**config.mk**
```make
export PLATFORM = sky130hd
export DESIGN_NAME = vco_cal_bank
export DESIGN_NICKNAME = d
export VERILOG_FILES = /design/src/inc/vco_cal_pkg.sv /design/src/logic/vco_cal_bank.sv
export SDC_FILE = /design/constraint.sdc
export NUM_CORES = 1
export LEC_CHECK = 0
export BUFFER_PORTS_ARGS = -buffer_cell sky130_fd_sc_hd__buf_2
export CORE_ASPECT_RATIO = 1.5
export CORE_MARGIN = 2
export CORE_UTILIZATION = 55
export CTS_BUF_LIST = sky130_fd_sc_hd__clkbuf_4
export CTS_CLUSTER_DIAMETER = 50
export DETAILED_ROUTE_END_ITERATION = 16
export MAX_ROUTING_LAYER = met4
export PLACE_DENSITY = 0.81
export SYNTH_ARGS = -nofsm -noshare
export SYNTH_HDL_FRONTEND = slang
export SYNTH_SLANG_ARGS = --single-unit
export TNS_END_PERCENT = 100
```
**constraint.sdc**
```tcl
create_clock -name clk -period 6.8 [get_ports clk]
set_clock_uncertainty 0.05 [all_clocks]
set_input_delay 1.36 -clock clk [delete_from_list [all_inputs] [get_ports clk]]
set_output_delay 1.36 -clock clk [all_outputs]
set_load 0.005 [all_outputs]
```
**src/inc/vco_cal_pkg.sv**
```systemverilog
// Purpose: constants and carriers for the calibration/test register bank
// Assumes: byte-wide registers reached over a 24-bit serial frame
// Notes: writable registers live in one table indexed by position
package vco_cal_pkg;

   // serial frame: read flag, 15-bit address, 8 data bits, msb first
   localparam int FRAME_W = 24;
   localparam int ADDR_W = 15;
   localparam logic [4:0] HDR_LAST = 5'h0f; // count at last header bit
   localparam logic [4:0] FRM_LAST = 5'h17; // count at last data bit
   localparam logic [4:0] DAT_FIRST = 5'h10; // first data bit slot

   // address that arms an adc conversion on write
   localparam logic [14:0] A_CONV_TRIG = 15'h0000;

   // writable (fully or partly) registers
   localparam int NREG = 14;
   localparam int I_ADC_CTL = 0;
   localparam int I_SYN = 1;
   localparam int I_SETTLE = 2;
   localparam int I_ADC_DIV = 3;
   localparam int I_PUMP_OFS = 4;
   localparam int I_BAND = 5;
   localparam int I_CORE = 6;
   localparam int I_TUNE = 7;
   localparam int I_ADC_OFS = 8;
   localparam int I_PUMP_TST = 9;
   localparam int I_MIX = 12;
   localparam int I_DIV_CTL = 13;
   localparam logic [14:0] REG_ADDR [NREG] = '{
      15'h0032, 15'h0033, 15'h0034, 15'h0035, 15'h0036, 15'h0037,
      15'h0038, 15'h0039, 15'h003a, 15'h003e, 15'h003f, 15'h0041,
      15'h0072, 15'h0073};
   // mixer path byte: high output power and buffer on out of reset
   localparam logic [7:0] REG_RST [NREG] = '{
      8'h04, 8'h0c, 8'h9e, 8'h4c, 8'h30, 8'h00, 8'h00,
      8'h07, 8'h55, 8'h0c, 8'h80, 8'h28, 8'h1a, 8'h00};
   // bits that a write may change; the rest keep their reset value
   localparam logic [7:0] REG_WMASK [NREG] = '{
      8'hbf, 8'h1f, 8'hff, 8'hff, 8'hff, 8'hff, 8'hff,
      8'h7f, 8'hff, 8'h0c, 8'hff, 8'hff, 8'h78, 8'h07};

   // read-only registers
   localparam logic [14:0] A_RSV_RO_A = 15'h0040;
   localparam logic [14:0] A_RSV_RO_B = 15'h0047;
   localparam logic [14:0] A_RSV_RO_C = 15'h0052;
   localparam logic [14:0] A_CNT_LO = 15'h006e;
   localparam logic [14:0] A_CNT_HI = 15'h006f;
   localparam logic [14:0] A_LOCK_ST = 15'h007c;
   localparam logic [7:0] RSV_RO_A_VAL = 8'h50;
   localparam logic [7:0] RSV_RO_B_VAL = 8'hc0;
   localparam logic [7:0] RSV_RO_C_VAL = 8'hf4;

   // field positions
   localparam int B_ADC_EN = 2;
   localparam int B_ADC_CONV = 3;
   localparam int B_MIX_SRC = 6;
   localparam int B_BUF_ON = 3;
   localparam int B_PRESCALE = 0;
   localparam int B_CLK_DIS = 2;
   localparam int B_FB_OFF = 1;

   // lock detector counts
   localparam logic [13:0] LOCK_BASE = 14'h0400; // 1024 pfd cycles
   localparam int LOCK_PRE_SH = 5; // divide by 32

   // test overrides to the vco core
   typedef struct packed {
      logic [3:0] core_pick;
      logic [3:0] bias_code;
      logic [7:0] band;
      logic [3:0] tune_target;
      logic pump_tristate;
      logic pump_normal;
   } test_ctl_s;

   // calibration timing and adc trims
   typedef struct packed {
      logic [9:0] cal_timeout;
      logic [4:0] synthetic_lock_wait;
      logic [4:0] bias_loop_settle_wait;
      logic [7:0] adc_offset;
      logic [7:0] pump_current_trim;
   } cal_ctl_s;

endpackage : vco_cal_pkg

```
**src/logic/vco_cal_bank.sv**
```systemverilog
// Purpose: serial-port register bank for vco calibration and test
// Assumes: spi pins and pfd clock are asynchronous and slower than clk/4
// Notes: frame is r/w flag, 15-bit address, 8 data bits, msb first
`timescale 1ns/1ps

// Contract
// - timeout top bits in adc control bits 1:0
// - adc enable overrides adc clock disable
// - synthetic lock wait 5 bits, resets 0xc
// - bias loop settle wait 5 bits, resets 0x1e
// - adc clock is pfd over 4*div+2
// - one-hot test core pick in bits 7:4
// - test bias code in bits 3:0
// - 8-bit test band select, resets zero
// - 4-bit tune target code, resets 0x7
// - 8-bit adc offset correction, resets 0x55
// - pump test: zero tristates, 11 normal
// - open-loop count readable as two bytes
// - mixer source bit picks divided or fundamental
// - mixer path power field bits 5:4
// - prescale bit divides lock count by 32
// - lock detect readback in bit 0 only
// - conversion starts on address zero write
// - lock count select decodes 1024 to 8192
module vco_cal_bank #(
   parameter int DIV_W = 8
) (
   // clock, reset, freeze
   input wire logic clk,
   input wire logic rst,
   input wire logic ce,
   // serial port pins
   input wire logic sclk,
   input wire logic cs_n,
   input wire logic sdi,
   output logic sdo,
   output logic sdo_oe,
   // pfd rate clock pin for the adc clock divider
   input wire logic pfd_clk,
   // status and fields from the rest of the device
   input wire logic [7:0] timeout_low,
   input wire logic [1:0] lock_count_select,
   input wire logic [15:0] open_loop_count_value,
   input wire logic cal_lock,
   // controls to the analog side
   output vco_cal_pkg::cal_ctl_s cal_ctl,
   output vco_cal_pkg::test_ctl_s test_ctl,
   output logic adc_clk_out,
   output logic adc_conv_start,
   output logic mixer_source_select,
   output logic [1:0] mixer_path_power,
   output logic internal_buffer_on,
   output logic feedback_divider_off,
   output logic [13:0] lock_count_cycles
);

   ////////////////////////////////////////////////////////////////////
   // helpers

   // read decode of one address; unmapped reads zero
   // later cases win, so read-only places override the table
   function automatic logic [7:0] rd_val(
      input logic [14:0] a,
      input logic [7:0] regs [vco_cal_pkg::NREG],
      input logic [15:0] cnt,
      input logic lk);
      logic [7:0] v;
      v = 8'h00;
      for (int i = 0; i < vco_cal_pkg::NREG; i++) begin
         if (a == vco_cal_pkg::REG_ADDR[i]) begin
            v = regs[i];
         end
      end
      case (a)
         vco_cal_pkg::A_RSV_RO_A: v = vco_cal_pkg::RSV_RO_A_VAL;
         vco_cal_pkg::A_RSV_RO_B: v = vco_cal_pkg::RSV_RO_B_VAL;
         vco_cal_pkg::A_RSV_RO_C: v = vco_cal_pkg::RSV_RO_C_VAL;
         vco_cal_pkg::A_CNT_LO: v = cnt[7:0];
         vco_cal_pkg::A_CNT_HI: v = cnt[15:8];
         vco_cal_pkg::A_LOCK_ST: v = {7'h00, lk};
         default: v = v;
      endcase
      return v;
   endfunction : rd_val

   // header address: fourteen held bits plus the one arriving now
   function automatic logic [14:0] hdr_addr(
      input logic [22:0] sh,
      input logic b);
      return {sh[13:0], b};
   endfunction : hdr_addr

   ////////////////////////////////////////////////////////////////////
   // pin synchronisers

   // two flops per pin; third stage only for edge detection
   logic [3:0] sync1_r; // first stage, read by stage two only
   logic [3:0] sync2_r; // settled pin levels
   logic sclk_d_r; // previous settled sclk
   logic pfd_d_r; // previous settled pfd clock

   // pins: 3 pfd, 2 sclk, 1 cs_n, 0 sdi
   // cs_n resets high so release cannot look like a frame start
   // sdi shares sclk's delay, so a detected rise sees settled data
   // rst wins over ce, so a frozen block can still be reset
   always_ff @(posedge clk) begin
      if (rst) begin
         sync1_r <= 4'h2;
         sync2_r <= 4'h2;
         sclk_d_r <= 1'b0;
         pfd_d_r <= 1'b0;
      end else if (ce) begin
         sync1_r <= {pfd_clk, sclk, cs_n, sdi};
         sync2_r <= sync1_r;
         sclk_d_r <= sync2_r[2];
         pfd_d_r <= sync2_r[3];
      end
   end

   logic sclk_rise; // settled sclk rising
   logic sclk_fall; // settled sclk falling
   logic pfd_rise; // one pfd period has passed
   logic sel; // frame in progress
   assign sclk_rise = sync2_r[2] & ~sclk_d_r;
   assign sclk_fall = ~sync2_r[2] & sclk_d_r;
   assign pfd_rise = sync2_r[3] & ~pfd_d_r;
   assign sel = ~sync2_r[1];

   ////////////////////////////////////////////////////////////////////
   // serial frame receiver

   logic [22:0] sh_r; // bits received so far
   logic [4:0] bit_r; // index of the next bit
   logic [14:0] addr_r; // address captured from the header
   logic rd_r; // frame is a read
   logic wr_nxt; // last data bit of a write arrives now
   assign wr_nxt = sel & sclk_rise & ~rd_r
      & (bit_r == vco_cal_pkg::FRM_LAST);

   // shift in on sclk rising; deselect restarts the frame
   // a frame cut short never reaches its last slot and writes nothing
   always_ff @(posedge clk) begin
      if (rst) begin
         sh_r <= '0;
         bit_r <= '0;
         addr_r <= '0;
         rd_r <= 1'b0;
      end else if (ce) begin
         if (!sel) begin
            bit_r <= '0;
            rd_r <= 1'b0;
         end else if (sclk_rise) begin
            sh_r <= {sh_r[21:0], sync2_r[0]};
            // extra clocks past the frame are ignored
            // bit_r parks one past the last slot
            if (bit_r != vco_cal_pkg::FRM_LAST + 5'h01) begin
               bit_r <= bit_r + 5'h01;
            end
            if (bit_r == vco_cal_pkg::HDR_LAST) begin
               addr_r <= hdr_addr(sh_r, sync2_r[0]);
               rd_r <= sh_r[14];
            end
         end
      end
   end

   ////////////////////////////////////////////////////////////////////
   // register storage

   logic [7:0] regs_r [vco_cal_pkg::NREG]; // writable registers
   logic [7:0] wdata; // byte being written
   assign wdata = {sh_r[6:0], sync2_r[0]};

   // masked write keeps read-only bits at their defaults
   // a read frame never reaches this path, so reads change nothing
   always_ff @(posedge clk) begin
      if (rst) begin
         for (int i = 0; i < vco_cal_pkg::NREG; i++) begin
            regs_r[i] <= vco_cal_pkg::REG_RST[i];
         end
      end else if (ce && wr_nxt) begin
         for (int i = 0; i < vco_cal_pkg::NREG; i++) begin
            if (addr_r == vco_cal_pkg::REG_ADDR[i]) begin
               regs_r[i] <= (regs_r[i] & ~vco_cal_pkg::REG_WMASK[i])
                  | (wdata & vco_cal_pkg::REG_WMASK[i]);
            end
         end
      end
   end

   ////////////////////////////////////////////////////////////////////
   // readback of internal status

   logic [15:0] count_r; // open-loop count image
   logic lock_r; // calibration lock image

   // no write path reaches these
   // the count bytes come from two frames and are not latched together;
   // software wanting a whole value reads twice and compares
   // these inputs share clk, so one flop suffices
   always_ff @(posedge clk) begin
      if (rst) begin
         count_r <= '0;
         lock_r <= 1'b0;
      end else if (ce) begin
         count_r <= open_loop_count_value;
         lock_r <= cal_lock;
      end
   end

   ////////////////////////////////////////////////////////////////////
   // serial read data

   logic [7:0] rsh_r; // read byte being shifted out
   logic sdo_r; // serial data output
   logic oe_r; // serial output driven

   // read byte is captured once the header ends, so a value that
   // changes mid-frame cannot tear the byte on the wire
   // sdo parks low when deselected rather than holding its last bit
   always_ff @(posedge clk) begin
      if (rst) begin
         rsh_r <= '0;
         sdo_r <= 1'b0;
         oe_r <= 1'b0;
      end else if (ce) begin
         if (!sel) begin
            oe_r <= 1'b0;
            sdo_r <= 1'b0;
         end else if (rd_r && sclk_fall
            && bit_r >= vco_cal_pkg::DAT_FIRST
            && bit_r <= vco_cal_pkg::FRM_LAST) begin
            // present one bit per falling edge, msb first
            sdo_r <= rsh_r[7];
            rsh_r <= {rsh_r[6:0], 1'b0};
            oe_r <= 1'b1;
         end else if (sclk_rise && bit_r == vco_cal_pkg::HDR_LAST) begin
            rsh_r <= rd_val(hdr_addr(sh_r, sync2_r[0]), regs_r,
               count_r, lock_r);
         end
      end
   end

   assign sdo = sdo_r;
   assign sdo_oe = oe_r;

   ////////////////////////////////////////////////////////////////////
   // adc conversion trigger

   logic conv_r; // one-cycle conversion start

   // address zero write arms it only with both bits set
   // the enable bits are those already stored, not this frame's data
   // a read frame never raises wr_nxt, so reads cannot convert
   always_ff @(posedge clk) begin
      if (rst) begin
         conv_r <= 1'b0;
      end else if (ce) begin
         conv_r <= wr_nxt && addr_r == vco_cal_pkg::A_CONV_TRIG
            && regs_r[vco_cal_pkg::I_ADC_CTL][vco_cal_pkg::B_ADC_CONV]
            && regs_r[vco_cal_pkg::I_ADC_CTL][vco_cal_pkg::B_ADC_EN];
      end
   end

   assign adc_conv_start = conv_r;

   ////////////////////////////////////////////////////////////////////
   // adc clock divider

   logic [DIV_W:0] half_cnt_r; // pfd edges in this half period
   logic [DIV_W:0] half_len; // pfd edges per half period
   logic adc_clk_r; // divided clock
   logic adc_run; // divider allowed to run
   // full period 4*div+2 pfd cycles, so each half is 2*div+1
   assign half_len = {regs_r[vco_cal_pkg::I_ADC_DIV], 1'b1};
   // enable set wins over the clock disable bit
   assign adc_run = regs_r[vco_cal_pkg::I_ADC_CTL][vco_cal_pkg::B_ADC_EN]
      | ~regs_r[vco_cal_pkg::I_DIV_CTL][vco_cal_pkg::B_CLK_DIS];

   // toggles after half_len pfd edges; parks low when stopped
   // pfd edges are seen after synchronising, so the pfd clock must stay
   // below a quarter of clk or edges are lost
   // the >= test stops a shrunken divider from wrapping the count
   // stopping clears the count, so a restart runs a full half period
   always_ff @(posedge clk) begin
      if (rst) begin
         half_cnt_r <= '0;
         adc_clk_r <= 1'b0;
      end else if (ce) begin
         if (!adc_run) begin
            half_cnt_r <= '0;
            adc_clk_r <= 1'b0;
         end else if (pfd_rise) begin
            if (half_cnt_r >= half_len - 1'b1) begin
               half_cnt_r <= '0;
               adc_clk_r <= ~adc_clk_r;
            end else begin
               half_cnt_r <= half_cnt_r + 1'b1;
            end
         end
      end
   end

   assign adc_clk_out = adc_clk_r;

   ////////////////////////////////////////////////////////////////////
   // registered field outputs

   vco_cal_pkg::cal_ctl_s cal_r; // timing and trim fields
   vco_cal_pkg::test_ctl_s test_r; // test overrides
   logic mix_src_r; // mixer source
   logic [1:0] mix_pwr_r; // mixer path power
   logic buf_on_r; // internal buffer on
   logic fb_off_r; // feedback divider off
   logic [13:0] lock_cyc_r; // lock detector count
   logic [13:0] lock_full; // count before prescale
   assign lock_full = vco_cal_pkg::LOCK_BASE << lock_count_select;

   // fields are re-registered so every output comes from a flop
   // the extra cycle of latency keeps glitches off the analog controls
   always_ff @(posedge clk) begin
      if (rst) begin
         cal_r <= '0;
         test_r <= '0;
         mix_src_r <= 1'b0;
         mix_pwr_r <= '0;
         buf_on_r <= 1'b0;
         fb_off_r <= 1'b0;
         lock_cyc_r <= '0;
      end else if (ce) begin
         cal_r.cal_timeout <= {regs_r[vco_cal_pkg::I_ADC_CTL][1:0],
            timeout_low};
         cal_r.synthetic_lock_wait <= regs_r[vco_cal_pkg::I_SYN][4:0];
         cal_r.bias_loop_settle_wait <=
            regs_r[vco_cal_pkg::I_SETTLE][4:0];
         cal_r.adc_offset <= regs_r[vco_cal_pkg::I_ADC_OFS];
         cal_r.pump_current_trim <= regs_r[vco_cal_pkg::I_PUMP_OFS];
         test_r.core_pick <= regs_r[vco_cal_pkg::I_CORE][7:4];
         test_r.bias_code <= regs_r[vco_cal_pkg::I_CORE][3:0];
         test_r.band <= regs_r[vco_cal_pkg::I_BAND];
         test_r.tune_target <= regs_r[vco_cal_pkg::I_TUNE][3:0];
         // other pump codes are neither tristate nor normal
         test_r.pump_tristate <=
            regs_r[vco_cal_pkg::I_PUMP_TST][3:2] == 2'b00;
         test_r.pump_normal <=
            regs_r[vco_cal_pkg::I_PUMP_TST][3:2] == 2'b11;
         mix_src_r <= regs_r[vco_cal_pkg::I_MIX][vco_cal_pkg::B_MIX_SRC];
         mix_pwr_r <= regs_r[vco_cal_pkg::I_MIX][5:4];
         // passed through as written; clearing it is a user fault
         buf_on_r <= regs_r[vco_cal_pkg::I_MIX][vco_cal_pkg::B_BUF_ON];
         fb_off_r <=
            regs_r[vco_cal_pkg::I_DIV_CTL][vco_cal_pkg::B_FB_OFF];
         // prescaling divides the decoded count by 32
         if (regs_r[vco_cal_pkg::I_DIV_CTL][vco_cal_pkg::B_PRESCALE]) begin
            lock_cyc_r <= lock_full >> vco_cal_pkg::LOCK_PRE_SH;
         end else begin
            lock_cyc_r <= lock_full;
         end
      end
   end

   // ports are plain copies of flops, with no logic between
   assign cal_ctl = cal_r;
   assign test_ctl = test_r;
   assign mixer_source_select = mix_src_r;
   assign mixer_path_power = mix_pwr_r;
   assign internal_buffer_on = buf_on_r;
   assign feedback_divider_off = fb_off_r;
   assign lock_count_cycles = lock_cyc_r;

endmodule : vco_cal_bank

```
==> impl_metrics.csv <==
group,metric,value,unit
cells_and_area,drive_above_1_share,17.2,%
drt,postRouteAntennaNets,0,
global_routing,antenna_found_initial,1,
clocking,h-tree-depth,2,
place,place_area,11800,µm²
setup_path,crit_type,"primary input to flip-flop",
power_and_ir_drop,netSwitchingFraction,24.1,%
setup_path,cpPeakStageDelay,1.07,ns
global_routing,grt_max_degree,151,
drt,wirelength,31.2,mm
drt,drt-initial-drc-count,1107,
cells_and_area,layout_commonest_cell,"dfxtp_1",
drt,vias,9938,
power_and_ir_drop,power_leakage,5.02,nW
place,post-dp-hpwl,21.1,mm
yosys,postSynthCellCount,1290,
drt,drc,0,
global_routing,gr-total-overflow,0,
floorplanning,rows,63,
yosys,yosys_register_bits,247,
power_and_ir_drop,p_int,2.11,mW
cells_and_area,area_growth,11.9,%
power_and_ir_drop,power.density,222,nW/µm²
drt,routedWlPerCell,18.5,µm
cells_and_area,fin_area,12500,µm²
floorplanning,coreArea,19900,µm²
timing,tns,0,ns
yosys,yosysTopAreaCell,"dfxtp_1",
yosys,ys_top_cells_by_area,"dfxtp_1 44%, mux2i_1 10%, nand2_1 6.8%",
setup_path,required,7.34,ns
power_and_ir_drop,pwr-share-clk,42.7,%
place,post-place-ws,2.53,ns
timing,max_freq,277,MHz
timing,min_period_over_period,53.2,%
setup_path,cp_slowest_cell,"nor3b_1",
setup_path,cp.arrival,4.15,ns
power_and_ir_drop,power_switching,0.670,mW
setup_path,worst-path-buf-inv,1,
yosys,synth_ff_type,"dfxtp_1",
timing,timing_hold_violations_final,0,
cells_and_area,final_nets,1426,
floorplanning,io_pins,115,
hold_path,min_path_type,"flip-flop to flip-flop",
timing,setup_viol,0,
run_status,status,"finished, final reports clean",
timing,relSlewSlack,13.0,%
yosys,synthArstFlopShare,0,%
setup_path,cp-start-kind,"primary input",
clocking,cts_hold_buf,0,
setup_path,crit_family,"simple AND/OR/NAND/NOR gates",
floorplanning,dieArea,21500,µm²
clocking,cts_max_path_buffers,3,
power_and_ir_drop,max-vdd-ir-drop,0.159,mV
setup_path,crit_path_end_kind,"flip-flop",
cells_and_area,final_util,62.9,%
timing,min_period,3.62,ns
clocking,path_clk_slew,0.07,ns
global_routing,grt_pass1_wl,49.6,mm
clocking,cts_tree,"done",
yosys,syn_area_per_cell,8.66,µm²
timing,slew_viol_final,0,
clocking,clkLatencyLatePin,0.70,ns
clocking,cts.sinks,247,
drt,vias_per_cell,5.90,
floorplanning,initial_core_util,56.3,%
yosys,synth_edf_count,0,
yosys,yosys_warnings,0,
drt,firstDrtPassIters,5,
clocking,root_buffer,"clkbuf_4",
global_routing,grt_usage,29.7,%
cells_and_area,layout_common_cells,"246 x dfxtp_1, 202 x nand2_1, 153 x nor2_1",
setup_path,crit_fanout,19,
place,io_buffers,108,
yosys,yosysSeqAreaShare,44.2,%
yosys,synth_cell_types,78,
floorplanning,die_y,179,µm
setup_path,path_cells,"buf_4 -> and4bb_2 -> nand4_1 -> or2_1 -> nor3b_1 -> nor2b_1 -> a211o_1",
yosys,yosysTopAreaCellShare,44.2,%
timing,worst_pin_slew,1.30,ns
run,drv_cap,0,
power_and_ir_drop,p_comb_share,4.0,%
clocking,post_cts_resized,0,
timing,grt_setup_unrepaired,"no",
clocking,cts_setup_buffers,0,
clocking,numCtsBuffers,57,
place,gp_congestion,0.993,
global_routing,grt_pass1_vias,9417,
floorplanning,dieWidth,120,µm
yosys,synth_area,11200,µm²
timing,worst_slack,3.18,ns
power_and_ir_drop,pwr-share-seq,53.2,%
[cell type report]
cell class,count,area (µm²)
fillers,1734,7360
multi-input cells,927,5740
flip-flops and latches,247,4950
repair buffers,124,669
clock buffers,82,616
well taps,260,325
clock inverters,21,119
inverters,23,86.3
diodes,1,2.50
[path summary, 6_finish.rpt]
| kind | depth (start not counted) | startpoint | end | slack, ns |
|---|---|---|---|---|
| max | 7 | ce | regs_r[50] | 3.18 |
| min | 2 | regs_r[26] | regs_r[26] | 0.41 |
| max reg2reg | 6 | sync2_r[2] | regs_r[50] | 3.42 |
| min reg2reg | 2 | regs_r[26] | regs_r[26] | 0.41 |
[logic make-up after synthesis]
logic type      synth area share [%]
fa+ha+maj                       1.34
flops                           44.2
other cells                   0.0336
mux                             11.4
compound gates                  13.3
xor+xnor                       0.549
buf+inv                         4.57
simple gates                    24.6
[stage by stage]
stage	power (mW)	std cells	hold WS [ns]
4_1_cts	2.80	1684	0.410
3_3_place_gp	1.62	1581	0.385
3_5_place_dp	1.62	1581	0.399
6_report	2.78	1685	0.407
2_1_floorplan	1.59	1295	0.379
5_1_grt	2.89	1685	0.431
[flip-flops by register name (all words and copies together), names as in the netlist, 4 cells and up]
register and cells:
addr_r 15, bit_r 5, cal_ctl 36, count_r 16, half_cnt_r 9, half_len 8
lock_count_cycles 8, regs_r 84, rsh_r 8, sh_r 15, sync1_r 4, sync2_r 4
test_ctl 22
[cells in the mapped netlist, types with 3 or more instances]
cell type  number
nor3b_1         5
nor4_2          6
a221oi_1        6
xor2_1          6
nor4bb_1        3
buf_2          11
nor3_1         16
a211o_1        23
a211oi_1        3
buf_1          14
nand4_1        16
a22o_1          3
a2111oi_0       3
o21a_1          4
a21oi_1       102
mux2i_1       117
nand3b_1       14
mux2_2          9
and2_1          4
nor4_4          4
o211ai_1        8
a31oi_1         4
or4_1           6
a32oi_1         7
ha_1           12
nor2b_1        31
nand2_1       202
or3_1           8
a32o_1          4
and3b_1         4
inv_1          23
nor2_1        153
clkbuf_1       62
o21ai_0        17
a22oi_1        11
nand3_1        24
nand4b_1        4
nor4_1         13
nand2b_1        8
dfxtp_1       247
buf_4           9
and3_1         12
o2bb2ai_1       3
[power by group through the flow]
stage / logic, mW / registers, mW / clock network, mW
after floorplan: 0.0795 / 1.51 / 0
after global placement: 0.110 / 1.51 / 0
after detailed placement: 0.112 / 1.51 / 0
after CTS: 0.113 / 1.48 / 1.21
after global routing: 0.125 / 1.48 / 1.29
final: 0.112 / 1.48 / 1.19
[per-layer routing]
metal / global-route usage (%) / part of all wire [%] / up-vias
met1: 35.3 / 40 / 4694
met3: 4.70 / 6.1 / 101
met5: - / 0 / -
met2: 48.0 / 48 / 403
met4: 16.9 / 5.5 / 0
li1: - / - / 4740
[worst register-to-register path: stages (launching register included)]
cell,delay (ns)
dfxtp_1,0.50
and4bb_2,0.56
nand4_1,0.28
or2_1,0.38
nor3b_1,1.07
nor2b_1,0.13
a211o_1,0.31
Note: power is estimated with default switching activity, not from simulation.
